**config.mk**
```make
export PLATFORM = sky130hd
export DESIGN_NAME = srcd_core
export DESIGN_NICKNAME = d
export VERILOG_FILES = /design/src/verilog/srcd_core.v
export VERILOG_INCLUDE_DIRS = /design/src /design/src/inc
export SDC_FILE = /design/constraint.sdc
export NUM_CORES = 1
export LEC_CHECK = 0
export BUFFER_PORTS_ARGS = -buffer_cell sky130_fd_sc_hd__clkbuf_2
export CORE_ASPECT_RATIO = 1.1
export CORE_MARGIN = 5
export CORE_UTILIZATION = 30
export DETAILED_ROUTE_END_ITERATION = 12
export PLACE_DENSITY_LB_ADDON = 0.15
export SLEW_MARGIN = 20
export SYNTH_ARGS = -nofsm -noshare
export SYNTH_HDL_FRONTEND = slang
export SYNTH_SLANG_ARGS = --single-unit
export TNS_END_PERCENT = 1
```
**constraint.sdc**
```tcl
create_clock -name sys_clk -period 2.89 [get_ports sys_clk]
set_input_delay 0.578 -clock sys_clk [delete_from_list [all_inputs] [get_ports sys_clk]]
set_output_delay 0.578 -clock sys_clk [all_outputs]
set_load 0.1 [all_outputs]
```
**src/inc/srcd_defines.vh**
```
// Purpose: Constants of the serial radio command and diagnostic core.
// Assumes: Included by the core and the bench.
// Notes: Settings word layout is shared by the bus, the serial commands and storage.
`ifndef SRCD_DEFINES_VH
`define SRCD_DEFINES_VH
// ==========================================================================
// Register offsets (word index on the plain register port)
// ==========================================================================
`define SRCD_REG_SET 4'h0
`define SRCD_REG_DIAG 4'h1
`define SRCD_REG_STATUS 4'h2
`define SRCD_REG_BER_ERR 4'h3
`define SRCD_REG_BER_PCT 4'h4
`define SRCD_REG_NV_SAVE 4'h5
// ==========================================================================
// Settings word fields
// ==========================================================================
`define SRCD_F_BAUD 2:0
`define SRCD_F_MODE 3
`define SRCD_F_POWER 5:4
`define SRCD_F_CHSEL 7:6
`define SRCD_F_CHNUM 15:8
`define SRCD_FACTORY 16'h0000
// ==========================================================================
// Baud codes, channel presets and diagnostic bit pattern figures
// ==========================================================================
`define SRCD_BAUD_MAX 3'h4
`define SRCD_CHSEL_LOW 2'h0
`define SRCD_CHSEL_MID 2'h1
`define SRCD_CHSEL_HIGH 2'h2
`define SRCD_CH_LOW 8'h00
`define SRCD_CH_MID 8'h20
`define SRCD_CH_HIGH 8'h3F
`define SRCD_HUNT_LEN 4'h8
`define SRCD_BER_BITS 10'h3E8
`define SRCD_CLK_HZ 40000000
`define SRCD_BASE_BAUD 2400
// ==========================================================================
// Serial command opcodes (upper nibble of a command byte)
// ==========================================================================
`define SRCD_OP_CHSEL 4'h1
`define SRCD_OP_MODE 4'h2
`define SRCD_OP_POWER 4'h3
`define SRCD_OP_BAUD 4'h4
`define SRCD_OP_TX_DIAG 4'h5
`define SRCD_OP_RX_DIAG 4'h6
`define SRCD_OP_NV_SAVE 4'h7
`define SRCD_OP_CHNUM 4'h8
`endif

```
**src/verilog/srcd_core.v**
```verilog
// Purpose: Command interpreter and diagnostic engine of a serial radio module.
// Assumes: Bytes arrive from a UART receiver; the radio takes bits and bytes.
// Notes: Diagnostic operation is left only through rst_n.
//
// Added by the designer: the register addresses and the plain strobed port.
`timescale 1ns/1ps
`include "srcd_defines.vh"

// How it works
// - Low command select means command mode.
// - Command-mode bytes are commands, never radio payload.
// - Select low at power-up restores factory settings.
// - Diagnostics stay active until reset.
// - Mode and power apply only at diagnostics.
// - Receive diagnostic ignores the power selection.
// - Transmit diagnostic sends alternating bits continuously.
// - Channel is low, mid, high or explicit.
// - Receive diagnostic runs a bit error test.
// - Report error count and percentage to host.
// - Error test may wait forever for pattern.
// - Serial rate above 38400 baud only when power-up loads a code above 4 from storage.
// - Factory serial rate is 2400 baud.
// - Power-up loads settings from storage.
// - Volatile settings apply at once.
module srcd_core #(
    parameter BIT_DIV_BASE = (`SRCD_CLK_HZ / `SRCD_BASE_BAUD)
)
(
    input wire sys_clk,
    input wire rst_n,
    input wire cmd_n,
    input wire [7:0] rx_byte,
    input wire rx_valid,
    output reg [7:0] host_tx_byte,
    output wire host_tx_valid,
    input wire host_tx_ready,
    output reg [2:0] baud_sel,
    output reg [7:0] rf_tx_byte,
    output reg rf_tx_valid,
    output reg rf_tx_on,
    output reg rf_tx_bit,
    output reg rf_rx_on,
    input wire rf_rx_bit,
    input wire rf_rx_bit_valid,
    output reg rf_mode,
    output reg [1:0] rf_power,
    output reg [7:0] rf_channel,
    input wire [15:0] nv_rd_data,
    output reg [15:0] nv_wr_data,
    output reg nv_wr,
    input wire [3:0] reg_addr,
    input wire [15:0] reg_wdata,
    input wire reg_we,
    input wire reg_re,
    output reg [15:0] reg_rdata
);

localparam D_NONE = 2'h0;
localparam D_TX = 2'h1;
localparam D_RX = 2'h2;
localparam B_HUNT = 2'h0;
localparam B_COUNT = 2'h1;
localparam B_REPORT = 2'h2;
localparam B_DONE = 2'h3;

reg booted;
reg [15:0] settings;
reg [1:0] diag;
reg [1:0] ber_state;
reg pend_chnum;
reg [14:0] bit_cnt;
reg [3:0] run;
reg last_bit;
reg expect_bit;
reg [9:0] bits_seen;
reg [9:0] err_cnt;
reg [1:0] rep_idx;
reg [15:0] next_settings;
reg start_tx;
reg start_rx;
reg save_nv;
reg [7:0] sel_channel;
wire cmd_mode;
wire [14:0] bit_div;
wire bit_tick;
wire [9:0] err_pct;

assign cmd_mode = ~cmd_n;
assign bit_div = BIT_DIV_BASE[14:0] >> settings[`SRCD_F_BAUD];
assign bit_tick = (bit_cnt == 15'h0000);
assign err_pct = err_cnt[9:0] / 10'h00A;
assign host_tx_valid = (ber_state == B_REPORT) && (diag == D_RX);

// ==========================================================================
// Channel resolution
// ==========================================================================
always @*
begin
    case (settings[`SRCD_F_CHSEL])
        `SRCD_CHSEL_LOW: sel_channel = `SRCD_CH_LOW;
        `SRCD_CHSEL_MID: sel_channel = `SRCD_CH_MID;
        `SRCD_CHSEL_HIGH: sel_channel = `SRCD_CH_HIGH;
        default: sel_channel = settings[`SRCD_F_CHNUM];
    endcase
end

// ==========================================================================
// Command decode from bus and serial
// ==========================================================================
always @*
begin
    next_settings = settings;
    start_tx = 1'b0;
    start_rx = 1'b0;
    save_nv = 1'b0;
    if (rx_valid && cmd_mode && booted && !pend_chnum)
    begin
        case (rx_byte[7:4])
            `SRCD_OP_CHSEL: next_settings[`SRCD_F_CHSEL] = rx_byte[1:0];
            `SRCD_OP_MODE: next_settings[`SRCD_F_MODE] = rx_byte[0];
            `SRCD_OP_POWER: next_settings[`SRCD_F_POWER] = rx_byte[1:0];
            `SRCD_OP_BAUD:
            begin
                if (rx_byte[2:0] <= `SRCD_BAUD_MAX)
                    next_settings[`SRCD_F_BAUD] = rx_byte[2:0];
            end
            `SRCD_OP_TX_DIAG: start_tx = 1'b1;
            `SRCD_OP_RX_DIAG: start_rx = 1'b1;
            `SRCD_OP_NV_SAVE: save_nv = 1'b1;
            default: next_settings = settings;
        endcase
    end
    else if (rx_valid && cmd_mode && booted)
    begin
        next_settings[`SRCD_F_CHNUM] = rx_byte;
    end
    if (reg_we && booted)
    begin
        case (reg_addr)
            `SRCD_REG_SET:
            begin
                next_settings = reg_wdata;
                if (reg_wdata[`SRCD_F_BAUD] > `SRCD_BAUD_MAX)
                    next_settings[`SRCD_F_BAUD] = settings[`SRCD_F_BAUD];
            end
            `SRCD_REG_DIAG:
            begin
                start_tx = reg_wdata[0];
                start_rx = reg_wdata[1] & ~reg_wdata[0];
            end
            `SRCD_REG_NV_SAVE: save_nv = 1'b1;
            default: save_nv = 1'b0;
        endcase
    end
end

// ==========================================================================
// Settings, boot load and storage writes
// ==========================================================================
always @(posedge sys_clk or negedge rst_n)
begin
    if (!rst_n)
    begin
        booted <= 1'b0;
        settings <= `SRCD_FACTORY;
        baud_sel <= 3'h0;
        pend_chnum <= 1'b0;
        nv_wr <= 1'b0;
        nv_wr_data <= 16'h0000;
    end
    else if (!booted)
    begin
        booted <= 1'b1;
        if (cmd_mode)
        begin
            settings <= `SRCD_FACTORY;
            baud_sel <= 3'h0;
            nv_wr <= 1'b1;
            nv_wr_data <= `SRCD_FACTORY;
        end
        else
        begin
            settings <= nv_rd_data;
            baud_sel <= nv_rd_data[`SRCD_F_BAUD];
        end
    end
    else
    begin
        settings <= next_settings;
        baud_sel <= next_settings[`SRCD_F_BAUD];
        nv_wr <= save_nv;
        if (save_nv)
            nv_wr_data <= settings;
        if (rx_valid && cmd_mode)
            pend_chnum <= !pend_chnum && (rx_byte[7:4] == `SRCD_OP_CHNUM);
    end
end

// ==========================================================================
// Payload forwarding to the radio
// ==========================================================================
always @(posedge sys_clk or negedge rst_n)
begin
    if (!rst_n)
    begin
        rf_tx_byte <= 8'h00;
        rf_tx_valid <= 1'b0;
    end
    else
    begin
        rf_tx_valid <= rx_valid && !cmd_mode && booted && (diag == D_NONE);
        if (rx_valid && !cmd_mode && (diag == D_NONE))
            rf_tx_byte <= rx_byte;
    end
end

// ==========================================================================
// Diagnostic entry, transmit pattern and bit clock
// ==========================================================================
always @(posedge sys_clk or negedge rst_n)
begin
    if (!rst_n)
    begin
        diag <= D_NONE;
        rf_tx_on <= 1'b0;
        rf_rx_on <= 1'b0;
        rf_mode <= 1'b0;
        rf_power <= 2'h0;
        rf_channel <= 8'h00;
        rf_tx_bit <= 1'b0;
        bit_cnt <= 15'h0000;
    end
    else
    begin
        bit_cnt <= bit_tick ? bit_div - 15'h0001 : bit_cnt - 15'h0001;
        if (diag == D_NONE && start_tx)
        begin
            diag <= D_TX;
            rf_tx_on <= 1'b1;
            rf_mode <= settings[`SRCD_F_MODE];
            rf_power <= settings[`SRCD_F_POWER];
            rf_channel <= sel_channel;
        end
        else if (diag == D_NONE && start_rx)
        begin
            diag <= D_RX;
            rf_rx_on <= 1'b1;
            rf_mode <= settings[`SRCD_F_MODE];
            rf_channel <= sel_channel;
        end
        if (diag == D_TX && bit_tick)
            rf_tx_bit <= ~rf_tx_bit;
    end
end

// ==========================================================================
// Receive bit error test and report
// ==========================================================================
always @(posedge sys_clk or negedge rst_n)
begin
    if (!rst_n)
    begin
        ber_state <= B_HUNT;
        run <= 4'h0;
        last_bit <= 1'b0;
        expect_bit <= 1'b0;
        bits_seen <= 10'h000;
        err_cnt <= 10'h000;
        rep_idx <= 2'h0;
        host_tx_byte <= 8'h00;
    end
    else if (diag == D_RX)
    begin
        case (ber_state)
            B_HUNT:
            begin
                if (rf_rx_bit_valid)
                begin
                    last_bit <= rf_rx_bit;
                    expect_bit <= ~rf_rx_bit;
                    if (run != 4'h0 && rf_rx_bit == last_bit)
                        run <= 4'h1;
                    else if (run == `SRCD_HUNT_LEN - 4'h1)
                        ber_state <= B_COUNT;
                    else
                        run <= run + 4'h1;
                end
            end
            B_COUNT:
            begin
                if (rf_rx_bit_valid)
                begin
                    expect_bit <= ~expect_bit;
                    bits_seen <= bits_seen + 10'h001;
                    if (rf_rx_bit != expect_bit)
                        err_cnt <= err_cnt + 10'h001;
                    if (bits_seen == `SRCD_BER_BITS - 10'h001)
                    begin
                        ber_state <= B_REPORT;
                        host_tx_byte <= {6'h00, err_cnt[9:8]};
                    end
                end
            end
            B_REPORT:
            begin
                if (host_tx_ready)
                begin
                    rep_idx <= rep_idx + 2'h1;
                    case (rep_idx)
                        2'h0: host_tx_byte <= err_cnt[7:0];
                        2'h1: host_tx_byte <= {1'b0, err_pct[6:0]};
                        default: ber_state <= B_DONE;
                    endcase
                end
            end
            default: ber_state <= B_DONE;
        endcase
    end
end

// ==========================================================================
// Register read port
// ==========================================================================
always @(posedge sys_clk or negedge rst_n)
begin
    if (!rst_n)
        reg_rdata <= 16'h0000;
    else if (reg_re)
    begin
        case (reg_addr)
            `SRCD_REG_SET: reg_rdata <= settings;
            `SRCD_REG_STATUS: reg_rdata <= {10'h000, ber_state, diag, booted, cmd_mode};
            `SRCD_REG_BER_ERR: reg_rdata <= {6'h00, err_cnt};
            `SRCD_REG_BER_PCT: reg_rdata <= {6'h00, err_pct};
            default: reg_rdata <= 16'h0000;
        endcase
    end
    else
        reg_rdata <= 16'h0000;
end

endmodule // srcd_core

```
# [Word level (Yosys, flattened, before mapping)]
# Cells that the tools add are included.
[totals] ff_bits=132 inputBits=53 output_inout_bits=68 wordCells=175
[classes] n_addsub=6 n_div=1 order_cmp=2 eq_ne=35 shift=1 muxes=60 bitwise=7 n_reduce_logical=38
[ops] op="two-way mux 16 bit" count=8
[ops] op="two-way mux 8 bit" count=8
[ops] op="one-hot mux 16 bit (4 select lines)" count=1
[ops] op="one-hot mux 8 bit (2 select lines)" count=2
[ops] op="subtractor 15 x 1 -> 15 bit (second input constant)" count=2
[ops] op="== test 4 x 3 -> 1 bit (second input constant)" count=7
[ops] op="one-hot mux 8 bit (3 select lines)" count=1
[ops] op="two-way mux 2 bit" count=11
[ops] op="adder 10 x 1 -> 10 bit (second input constant)" count=2
[ops] op="two-way mux 1 bit" count=18
[ops] op="== test 4 x 2 -> 1 bit (second input constant)" count=4
[ops] op="inequality test 2 bit (second input constant)" count=8
[ops] op="logical NOT 15 bit" count=1
[ops] op="two-way mux 15 bit" count=1
[ops] op="two-way mux 3 bit" count=5
[ops] op="right shift 15 x 3 -> 15 bit (first input constant)" count=1
[ops] op="logical AND 1 bit" count=14
[ops] op="AND reduction 4 bit" count=3
[ops] op="divider 10 x 4 -> 10 bit (second input constant)" count=1
[ops] op="== test 10 bit (second input constant)" count=1
[ops] op="AND reduction 3 bit" count=3
[ops] op="== test 2 x 1 -> 1 bit (second input constant)" count=4
[ops] op="== test 4 x 1 -> 1 bit (second input constant)" count=2
[ops] op="logical NOT 2 bit" count=4
[ops] op="other kinds (23)" count=38

# [Longest topological paths before layout]
# Gate-level depths: netlist (run 1).
[logic_depth] depth_word=10 ltp_mapped=12 ltp_nobuf=11

# [Least setup slack after synthesis (run 1)]
# Ideal clock, no wire load.
[synth_timing] path_type="register -> register" from="reg ber_state[1]" to="reg rep_idx[1]" setup_time_ps=125 arrival_ps=2660 required_time_ps=2765 path_slack_ps=105 path_stages_with_launch=7 path_buffers=2 synth_period_minus_slack_ps=2785 cell_sequence="dfrtp_1 -> clkbuf_1 -> nand2b_1 -> clkbuf_1 -> nor2_1 -> nand2_1 -> mux2_2"
[synth_between] elab_chain_cells=2
[synth_lines] element="start, declared" line_no="srcd_core.v:69" rtl="reg [1:0] ber_state;"
[synth_lines] element="start signal, assigned" line_no="srcd_core.v:263" rtl="ber_state <= B_HUNT;"
[synth_lines] element="start signal, assigned" line_no="srcd_core.v:284" rtl="ber_state <= B_COUNT;"
[synth_lines] element="start signal, assigned" line_no="srcd_core.v:299" rtl="ber_state <= B_REPORT;"
[synth_lines] element="== test 2 bit" line_no="srcd_core.v:274" rtl="case (ber_state)"
[synth_lines] element="AND reduction 3 bit (no source line)"
[synth_lines] element="end signal, assigned" line_no="srcd_core.v:308" rtl="rep_idx <= rep_idx + 2'h1;"
[synth_lines] element="end, declared" line_no="srcd_core.v:77" rtl="reg [1:0] rep_idx;"
# Every way passes these cells.
# A chain may end at the register's enable or synchronous reset.

# [Worst setup path after layout (run 1)]
[layout_timing] from="reg err_cnt[5]" to="reg host_tx_byte[0]"
[layout_between] elab_chain_cells=4
[layout_lines] element="start, declared" line_no="srcd_core.v:76" rtl="reg [9:0] err_cnt;"
[layout_lines] element="start signal, assigned" line_no="srcd_core.v:296" rtl="err_cnt <= err_cnt + 10'h001;"
[layout_lines] element="divider 10 x 4 -> 10 bit" line_no="srcd_core.v:91" rtl="assign err_pct = err_cnt[9:0] / 10'h00A;"
[layout_lines] element="one-hot mux 8 bit (2 select lines)" line_no="srcd_core.v:309" rtl="case (rep_idx)"
[layout_lines] element="two-way mux 8 bit" line_no="srcd_core.v:306" rtl="if (host_tx_ready)"
[layout_lines] element="one-hot mux 8 bit (2 select lines)" line_no="srcd_core.v:274"
[layout_lines] element="end signal, assigned" line_no="srcd_core.v:300" rtl="host_tx_byte <= {6'h00, err_cnt[9:8]};"
[layout_lines] element="end signal, assigned" line_no="srcd_core.v:310" rtl="2'h0: host_tx_byte <= err_cnt[7:0];"
[layout_lines] element="end signal, assigned" line_no="srcd_core.v:311" rtl="2'h1: host_tx_byte <= {1'b0, err_pct[6:0]};"
[layout_lines] element="end, declared" line_no="srcd_core.v:34" rtl="output reg [7:0] host_tx_byte,"
# Every way passes these cells. The select of a mux whose other input is x is not followed.

==> metrics.md, run 1 <==
| Metric | Value |
|---|---|
| Outcome | complete, no violations |
| Cell Rows | 59 |
| Buffers added on ports | 120 |
| VDD IR max | roughly 0.63 mV |
| CP delay by family, top | compound AO/OA/AOI/OAI gates |
| Critical Path End Type | register |
| Routed Antenna Nets | 0 |
| Layout Cells excl Fill | 1,217 |
| Die area | 27,500 um^2 |
| Most frequent cells in the layout | 127 x dfrtp_1, 119 x clkbuf_2, 71 x nand2_1, 52 x nor2_1, 51 x o21ai_0 |
| Post-synth EDFFs | 0 |
| RePlAce Congestion | 0.893 |
| Core Area | 23,800 um^2 |
| CTS tree | yes |
| Total track usage | ~16% |
| Pre-antenna DRT Iters | 4 |
| Final period utilization | 94.7% |
| Critical path arrival | 3.04 ns |
| Initial core utilization | 30.7% |
| Fin. Hold Viols | 0 |
| N_diodes | 0 |
| CTS Buf Count | 17 |
| Clock sink count | approximately 130 |
| Worst Max-Slew Pin Slew | 0.672 ns |
| Leakage | 0.00419 uW |
| Yosys top cell area share | 44.3% |
| # IOs | 121 |
| Syn_area_per_cell | 9.59 um^2 |
| Design Area, Final | between 9000 and 10,000 um^2 |
| Via/cell ratio | 5.01 |
| Synth cell types | 72 |
| Number of global-route vias before repair | roughly 6,200 |
| Register area share after synthesis | 44.3% |
| Worst Setup Path Type | register to register |
| Most common cell after layout, fill and taps aside | dfrtp_1 |
| Setup Skew | 0.0135 ns |
| CP Data Required Time | 3.19 ns |
| Slew Limit Fails | 0 |
| Power density cells | 766 nW/um^2 |
| Synth Instances | 760 |
| Slew headroom | 55.2% |
| Die width | around 160 um |
| Hold Crit Class | primary input to async pin |
| #FFs+latches synth | 129 |
| H-tree depth | 4 |
| CP Buf/Inv Count | 1 |
| Setup-failing EPs final | 0 |
| Post-synth top area cell | dfrtp_1 |
| Reg clk slew, reported paths | 0.06 ns |
| Maximum clock path buffer count | 2 |
| R2r worst-path depth | 9 |
| Setup Fix Bufs, Post-CTS | 0 |
| First-pass GRT wire length | about 34,000 um |
| Layout cell share with drive strength beyond 1 | 27.4% |
| Mapped Area | 7290 um^2 |
| Largest net degree at the start of global routing | 68 |
| Clock Latency Late Sink | 0.42 ns |
| Top_reg_cell synth | dfrtp_1 |
| Wire per inst | 17.5 um |
| Area growth syn-to-layout | 24.2% |
| CP max stage cell | dfrtp_1 |
| Drt total wl | 21,300 um |
| Initial antenna violation count | 0 |
| Async S/R FF share, synth | 100% |
| Grt total ovfl | 0 |
| Initial drt markers | between 300 and 400 |
| Total number of vias | 6,100 |
| Warning count from the yosys run | 0 |
| Top post-synthesis cells by area | dfrtp_1 44%, nand2_1 3.7%, xnor2_1 3.6% |
| CP peak stage delay | 0.51 ns |
| Critical Path, Cell by Cell | buf_4, o31ai_2, o41ai_2, a221oi_4, a211oi_4, xnor2_1, nor2_1, a311o_1, o31a_1 |
| Dpl hpwl | 16,300 um |
| Die Ht | 173 um |
| CP Launch Type | register |
| Unrepaired setup endpoints after global routing | yes |
| Minimum clock period | roughly 2.7 ns |
| Synthesized Nets | just over 800 |
| Fillers | 2,460 |
| Root buffer cell | clkbuf_16 |
| Area of the multi-input gates | between 3000 and 4000 um^2 |
| CTS hold repair buffers | 0 |
| Max Clk Rate | about 370 MHz |
| DRC violations left | 0 |
| Post-DP Area | 8430 um^2 |
| Reg area | 3230 um^2 |
| Crit path max fanout | 9 |
| Placed cells | 1,185 |
| Critical Path Stages | 9 |
| Max-Cap Viols | 0 |
| Nets | a little under 1,000 |
==> layer usage <==
metal  up-vias  share of wire (%)  wire (um)  track usage [%]
li1       3005                  -          -                -
met1      2939                 45       9570             21.1
met2       136                 49      10400             25.6
met3        20                5.0       1060             3.77
met4         0                1.4        296             4.27
met5         -                  0          0                0
==> logic make-up after synthesis <==
kind of cell             synth area share [%]
AND/OR/NAND/NOR                          18.1
AO/OA/AOI/OAI                            18.6
flip-flops                               44.3
buffers and inverters                    4.91
multiplexers                             6.49
XOR/XNOR                                 5.05
adder cells (fa/ha/maj)                  2.58
other                                  0.0515
==> final cells by class <==
| cell class | instances | area share, % |
|---|---|---|
| Inverter | 25 | 1.04 |
| Timing Repair Buffer | 172 | 11.3 |
| Clock inverter | 14 | 1.98 |
| Sequential cell | 129 | 35.7 |
| Tap cell | 305 | 4.22 |
| Multi-Input combinational cell | 554 | 40.9 |
| Clock buffer | 18 | 4.85 |
==> sequential cells by signal, indices dropped and copies added, names as in the netlist, 2 cells and up <==
name and cells:
nv_wr_data 16, err_cnt 10, diag 2, rf_tx_byte 8
settings 16, bits_seen 10, rf_channel 8, run 4
rf_power 2, reg_rdata 16, ber_state 2, rep_idx 2
bit_cnt 15, host_tx_byte 8
==> final timing paths <==
check,from,end,slack (ns)
hold / removal,rst_n,host_tx_byte[6],0.15
max in group asynchronous,rst_n,diag[0],2.10
min in group sys_clk,nv_rd_data[8],settings[8],0.38
hold reg to reg,bits_seen[7],bits_seen[7],0.47
setup reg to reg,err_cnt[5],host_tx_byte[0],0.15
setup / recovery,err_cnt[5],host_tx_byte[0],0.15
==> metrics by stage <==
stage | setup WS, ns | TNS (ns) | utilization (%) | hold WS [ns] | power [uW]
2_1_floorplan | 0.105 | 0 | - | 0.282 | 4210
3_3_place_gp | 0.106 | 0 | 35.5 | 0.455 | 4730
3_5_place_dp | 0.114 | 0 | 35.5 | 0.454 | 4730
4_1_cts | 0.0893 | 0 | 38.1 | 0.169 | 7020
5_1_grt | -0.0435 | -0.0435 | 38.1 | 0.191 | 7300
6_report | 0.152 | 0 | 38.1 | 0.151 | 6940
==> report_power, final <==
part | internal (uW) | switching [uW]
clock | 1390 | 866
sequential | 2140 | 280
combinational | 542 | 1720
total | 4070 | 2860
==> synth_stat cells (8+ instances only) <==
cell type / number
dfrtp_1: 129
nand2_1: 71
nor2_1: 53
o21ai_0: 51
a21oi_1: 40
xnor2_1: 30
a22o_1: 29
clkbuf_1: 27
inv_1: 22
mux2_2: 22
mux2i_1: 21
nand3_1: 18
nand2b_1: 17
nor3_1: 16
ha_1: 15
a22oi_1: 13
xor2_1: 12
and2_1: 11
nand4_1: 11
buf_2: 10
nor2b_1: 9
and3_1: 8
==> timing repair <==
| item | 4_1_cts | 5_1_grt |
|---|---|---|
| hold endpoints to repair | 0 | 0 |
| endpoints found under the setup margin | 0 | 4 |
| resized for setup | 0 | 2 |
No activity file was read; power rests on OpenSTA's default activity.
==> inputs of run 2 (changes only) <==
clock period = 2.3 ns   (was 2.89 ns; I/O delays follow)
==> metrics.md, run 2 (synthesis gave the netlist of run 1 again) <==
| Metric | Value |
|---|---|
| Outcome | finished, violations left |
| Failing checks | setup timing |
| Clock Latency Late Sink | 0.42 ns (about the same) |
| Die Ht | 173 um (unchanged) |
| DRC violations left | 0 (unchanged) |
| Combinational power share | 34.4% (+1.8 points) |
| Nets | 1,074 (+11%) |
| Max Clk Rate | 396 MHz (+8.4%) |
| Pre-antenna DRT Iters | 5 (+1) |
| Critical Path End Type | register |
| # IOs | 121 (unchanged) |
| Unrepaired setup endpoints after global routing | yes |
| H-tree depth | 4 (unchanged) |
| Hold slack | 0.255 ns (+0.104 ns) |
| Core Area | 23,800 um^2 (unchanged) |
| Maximum clock path buffer count | 2 (unchanged) |
| Cell Rows | 59 (unchanged) |
| CP max stage cell | dfrtp_1 |
| Number of global-route vias before repair | 6,602 (+5.7%) |
| Reg clk slew, reported paths | 0.06 ns (about the same) |
| Setup_tns | -0.673 ns (-0.673 ns) |
| CTS tree | yes |
| Worst Max-Slew Pin Slew | 0.583 ns (-0.0886 ns) |
| Minimum clock period | 2.53 ns (-0.211 ns) |
| Seq pwr share | 32.5% (-2.3 points) |
| Final setup margin | -0.227 ns (-0.379 ns) |
| N_diodes | 0 (unchanged) |
| Leakage | 0.00482 uW (+15%) |
| First-pass GRT wire length | 36,500 um (+6.5%) |
| Worst Setup Path Type | register to register |
| Initial antenna violation count | 0 (unchanged) |
| CP Launch Type | register |
| Power density cells | 907 nW/um^2 (+18%) |
| Root buffer cell | clkbuf_16 |
| CP peak stage delay | 0.40 ns (-0.11 ns) |
| Setup-failing EPs final | 4 (+4) |
| Die width | 159 um (unchanged) |
| Routed Antenna Nets | 0 (unchanged) |
| Most frequent cells in the layout | 142 x buf_4, 124 x dfrtp_1, 118 x clkbuf_2, 70 x nand2_1, 50 x nor2_1 |
| Internal power | 5640 uW (+38%) |
| RePlAce Congestion | 0.859 (-3.8%) |
| Max-Cap Viols | 0 (unchanged) |
| Initial core utilization | 30.7% (unchanged) |
| Clock sink count | 129 (unchanged) |
| Critical Path, Cell by Cell | buf_12, buf_8, xor2_2, a21oi_2, a311oi_2, o31a_1, a211oi_4, buf_6, nor3_2, o211a_1, a21oi_1, a21bo_2 |
| Drt total wl | 22,900 um (+7.5%) |
| Initial drt markers | 331 (+2.2%) |
| CP delay by family, top | compound AO/OA/AOI/OAI gates |
| Total track usage | 16.8% (+1.0 points) |
| CP Buf/Inv Count | 3 (+2) |
| Clock share of power | 33.1% (+0.5 points) |
| Hold Crit Class | primary input to register |
| Critical path arrival | 2.83 ns (-0.21 ns) |
| Final period utilization | 110% (+15 points) |
| Switching share of total power | 39.2% (-2.1 points) |
| Die area | 27,500 um^2 (unchanged) |
| Total number of vias | 6,521 (+6.9%) |
| Switching pwr | 3630 uW (+27%) |
| Buffers added on ports | 120 (unchanged) |
| Crit path max fanout | 8 (-1) |
| Fin. Hold Viols | 0 (unchanged) |
| Dpl hpwl | 17,600 um (+7.6%) |
| Area growth syn-to-layout | 40.2% |
| Slew headroom | 61.3% (+6.1 points) |
| CTS Buf Count | 17 (unchanged) |
| Top flop regs | nv_wr_data: 16 flops, reg_rdata: 16 flops, settings: 16 flops |
| Wire per inst | 17.3 um (-1.1%) |
| Setup Skew | 0.00856 ns (-0.00495 ns) |
| Grt total ovfl | 0 (unchanged) |
| CP Data Required Time | 2.60 ns (-0.59 ns) |
| Slew Limit Fails | 0 (unchanged) |
| Layout cell share with drive strength beyond 1 | 38.5% (+11 points) |
| Most common cell after layout, fill and taps aside | buf_4 |
| Largest net degree at the start of global routing | 47 (-31%) |
| Via/cell ratio | 4.93 (-1.7%) |
| VDD IR max | 0.844 mV (+35%) |
run 2: cell types whose count changed in the layout (fill, tap and decap cells not counted), moves of 4 or more:
cell     before  now
a21oi_2       0    4
buf_4        50  142
nor3b_2       0    4
buf_6         1   11
o21ai_1       0    5
o21ai_0      51   45
nor3b_1       6    2
a21oi_1      40   36
run 2: layout make-up:
cell class                      instances  area, um^2
Tap cell                              305         382
Multi-Input combinational cell        554        3930
Sequential cell                       129        3230
Fill cell                            2384       13600
Clock inverter                         13         234
Inverter                               25        96.3
Clock buffer                           18         429
Timing Repair Buffer                  279        1920
run 2: stage by stage:
stage / utilization [%] / std cells / setup slack [ns] / cell area (um^2) / total power [uW]
3_5_place_dp: 38.5 / 1276 / -0.423 / 9140 / 6220
5_1_grt: 43.0 / 1323 / -0.303 / 10200 / 9720
3_3_place_gp: 38.5 / 1276 / -0.436 / 9140 / 6210
6_report: 43.0 / 1323 / -0.227 / 10200 / 9270
4_1_cts: 41.8 / 1313 / -0.218 / 9940 / 9330
2_1_floorplan: - / 760 / -0.181 / 7290 / 5290
run 2: final timing paths:
check	start	to	slack (ns)	cells after the start
max in group asynchronous	rst_n	err_cnt[6]	1.11	3
worst min register to register	rf_tx_on	rf_tx_on	0.47	1
worst max register to register	err_cnt[9]	reg_rdata[0]	-0.23	12
min in group asynchronous	rst_n	reg_rdata[10]	0.54	2
worst max-delay path	err_cnt[9]	reg_rdata[0]	-0.23	12
worst min-delay path	nv_rd_data[14]	settings[14]	0.26	2
run 2: routing by layer:
layer | global-route usage (%) | routed length [um]
met5 | 0 | 0
met4 | 4.27 | 348
met3 | 3.82 | 1070
met2 | 27.1 | 11100
met1 | 22.8 | 10400
run 2: power groups by stage:
| stage | sequential [uW] | combinational (uW) | clock [uW] |
|---|---|---|---|
| 2_1_floorplan | 4370 | 919 | 0 |
| 3_3_place_gp | 3040 | 3170 | 0 |
| 3_5_place_dp | 3040 | 3170 | 0 |
| 4_1_cts | 3010 | 3180 | 3130 |
| 5_1_grt | 3070 | 3420 | 3240 |
| 6_report | 3010 | 3190 | 3060 |
run 2: what timing repair did:
item                                    CTS  global route
pin swaps                                13            25
hold buffers                              1             0
endpoints found under the hold margin    29             0
setup buffers                             5            10
endpoints found under the setup margin   10            12
resized for setup                        26            49
cloned                                    0             0
==> inputs of run 3 (changes only) <==
clock period = 2.4 ns   (was 2.3 ns; I/O delays follow)
==> metrics.md, run 3 (synthesis gave the netlist of run 1 again) <==
| Metric | Value |
|---|---|
| Die area | 27,500 um^2 (unchanged) |
| Post-layout util | 41.2% (-1.8 points) |
| Critical Path End Type | register |
| CP max stage cell | dfrtp_1 |
| Post-DP Area | 9020 um^2 (-1.4%) |
| Setup Skew | 0.0116 ns (+0.00303 ns) |
| Clock sink count | 129 (unchanged) |
| Core Area | 23,800 um^2 (unchanged) |
| Reg clk slew, reported paths | 0.07 ns (about the same) |
| Buffers added on ports | 120 (unchanged) |
| Switching pwr | 3540 uW (-2.5%) |
| Dpl hpwl | 17,600 um (+0.22%) |
| Reg area | 3230 um^2 (-0.12%) |
| Critical path arrival | 2.85 ns (+0.02 ns) |
| Worst Max-Slew Pin Slew | 0.586 ns (+0.00319 ns) |
| Grt total ovfl | 0 (unchanged) |
| Critical Path, Cell by Cell | buf_12, buf_8, o31ai_4, o41ai_4, a221oi_4, buf_4, a211oi_4, buf_6, o311a_1, o211a_1, a21oi_1, a21bo_2 |
| Drt total wl | 23,200 um (+1.2%) |
| Unrepaired setup endpoints after global routing | yes |
| Die width | 159 um (unchanged) |
| Nets | 1,050 (-2.2%) |
| Routed Antenna Nets | 0 (unchanged) |
| Combinational power share | 34.8% (+0.4 points) |
| Maximum clock path buffer count | 2 (unchanged) |
| Final period utilization | 106% (-3.9 points) |
| Initial drt markers | 386 (+17%) |
| Wire length on met3 | 1030 um (-3.6%) |
| Area of the multi-input gates | 3800 um^2 (-3.2%) |
| Fillers | 2,439 (+2.3%) |
| R2r worst-path depth | 12 (unchanged) |
| Slew headroom | 61.1% (-0.21 points) |
| Layout cell share with drive strength beyond 1 | 35.2% (-3.3 points) |
| Worst reg2reg startpoint | err_cnt[5] |
| Clock Latency Late Sink | 0.42 ns (about the same) |
| Internal power | 4890 uW (-13%) |
| WL met1 | 10,500 um (+1.4%) |
| DR WL met2 | 11,400 um (+2.6%) |
| Root buffer cell | clkbuf_16 |
| Total track usage | 17.1% (+0.31 points) |
| Hold slack | 0.282 ns (+0.0262 ns) |
| Number of global-route vias before repair | 6,625 (+0.35%) |
| Top flop regs | nv_wr_data: 16 flops, reg_rdata: 16 flops, settings: 16 flops |
| DRC violations left | 0 (unchanged) |
| Die Ht | 173 um (unchanged) |
| Minimum clock period | 2.54 ns (+0.0158 ns) |
| CTS tree | yes |
| Area growth syn-to-layout | 34.5% |
| Seq pwr share | 34.2% (+1.7 points) |
| CTS Buf Count | 17 (unchanged) |
| N_diodes | 0 (unchanged) |
| Outcome | finished, violations left |
| Power density cells | 860 nW/um^2 (-5.1%) |
| RePlAce Congestion | 0.882 (+2.7%) |
| Largest net degree at the start of global routing | 50 (+6.4%) |
| First-pass GRT wire length | 37,000 um (+1.4%) |
| Leakage | 0.00462 uW (-4.1%) |
| Fin. Hold Viols | 0 (unchanged) |
| Max layer used | met4 |
| R2R setup slack | -0.14 ns (+0.08 ns) |
| Switching share of total power | 42.0% (+2.8 points) |
| Cell Rows | 59 (unchanged) |
| Setup-failing EPs final | 4 (unchanged) |
| Crit path max fanout | 7 (-1) |
| Placement Setup Slack | -0.201 ns (+0.221 ns) |
| CP endpoint | reg_rdata[0] |
| Max Clk Rate | 393 MHz (-0.62%) |
| Wire per inst | 17.8 um (+3.0%) |
| Final setup margin | -0.142 ns (+0.0842 ns) |
| # IOs | 121 (unchanged) |
| Failing checks | setup timing |
| Crit path from | err_cnt[5] |
| Slew Limit Fails | 0 (unchanged) |
| Initial core utilization | 30.7% (unchanged) |
| CP Data Required Time | 2.71 ns (+0.11 ns) |
| Initial antenna violation count | 0 (unchanged) |
| Total number of vias | 6,515 (-0.092%) |
| Worst Setup Path Type | register to register |
| Via/cell ratio | 5.01 (+1.7%) |
| Most frequent cells in the layout | 127 x dfrtp_1, 126 x buf_4, 118 x clkbuf_2, 70 x nand2_1, 51 x nor2_1 |
| CP peak stage delay | 0.41 ns (about the same) |
| Pre-antenna DRT Iters | 6 (+1) |
| Hold Crit Class | primary input to register |
| VDD IR max | 0.661 mV (-22%) |
| R2r endpoint | reg_rdata[0] |
| CP Launch Type | register |
| Most common cell after layout, fill and taps aside | dfrtp_1 |
| Pwr Total | 8430 uW (-9.0%) |
| Design Area, Final | 9800 um^2 (-4.1%) |
| Max-Cap Viols | 0 (unchanged) |
| H-tree depth | 4 (unchanged) |
| Clock share of power | 30.9% (-2.2 points) |
-- run 3: changes by cell type in the layout (fill, tap and decap cells not counted), moves of 3 or more --
cell / before / now
buf_4: 142 / 126
buf_6: 11 / 4
bufinv_16: 6 / 2
clkinvlp_4: 0 / 4
o21ai_0: 45 / 49
dfrtp_1: 124 / 127
dfrtp_2: 5 / 2
o21ai_1: 5 / 2
-- run 3: how the worst min path moves through the flow --
| stage | endpoint | slack [ns] | cells after the start | startpoint |
|---|---|---|---|---|
| floorplan | ber_state[0] | 0.18 | 0 | rst_n |
| global placement | reg_rdata[8] | 0.45 | 1 | rst_n |
| detailed placement | reg_rdata[8] | 0.44 | 1 | rst_n |
| CTS | settings[8] | 0.25 | 2 | nv_rd_data[8] |
| global route | settings[8] | 0.25 | 2 | nv_rd_data[8] |
| finish | settings[8] | 0.28 | 2 | nv_rd_data[8] |
-- run 3: worst max-delay path: cells and delay by family, from the launching register on --
kind	cells	cell delay, ns
buffers and inverters	4	0.60
flip-flops	1	0.41
AO/OA/AOI/OAI	8	1.43
-- run 3: what timing repair did --
item,4_1_cts,5_1_grt
pin swaps,12,3
endpoints found under the hold margin,32,0
hold buffers,1,0
endpoints found under the setup margin,5,15
resized for setup,18,12
setup buffers,9,0
-- run 3: cell type report --
type | instances | share of cell area (%)
multi-input combinational | 554 | 38.8
clock buffer | 17 | 4.34
timing repair buffer | 255 | 17.4
clock inverter | 15 | 1.61
sequential | 129 | 33.0
tap | 305 | 3.89
inverter | 25 | 0.957
-- run 3: layer usage --
metal | GRT usage (%) | vias to the layer above
li1 | - | 3176
met1 | 23.3 | 3174
met2 | 28.3 | 151
met3 | 3.35 | 14
met4 | 3.66 | 0
met5 | 0 | -
-- run 3: through the flow --
step           std cells  TNS [ns]
3_3_place_gp        1259    -0.593
5_1_grt             1300    -0.964
2_1_floorplan        760   -0.0845
3_5_place_dp        1259    -0.707
4_1_cts             1300    -0.284
6_report            1300    -0.495
-- run 3: power groups by stage --
| stage | logic (uW) | clock network, uW | registers [uW] |
|---|---|---|---|
| global route | 3150 | 2780 | 2940 |
| global placement | 2920 | 0 | 2920 |
| finish | 2940 | 2610 | 2890 |
| detailed placement | 2930 | 0 | 2920 |
| CTS | 2940 | 2670 | 2890 |
| floorplan | 880 | 0 | 4190 |
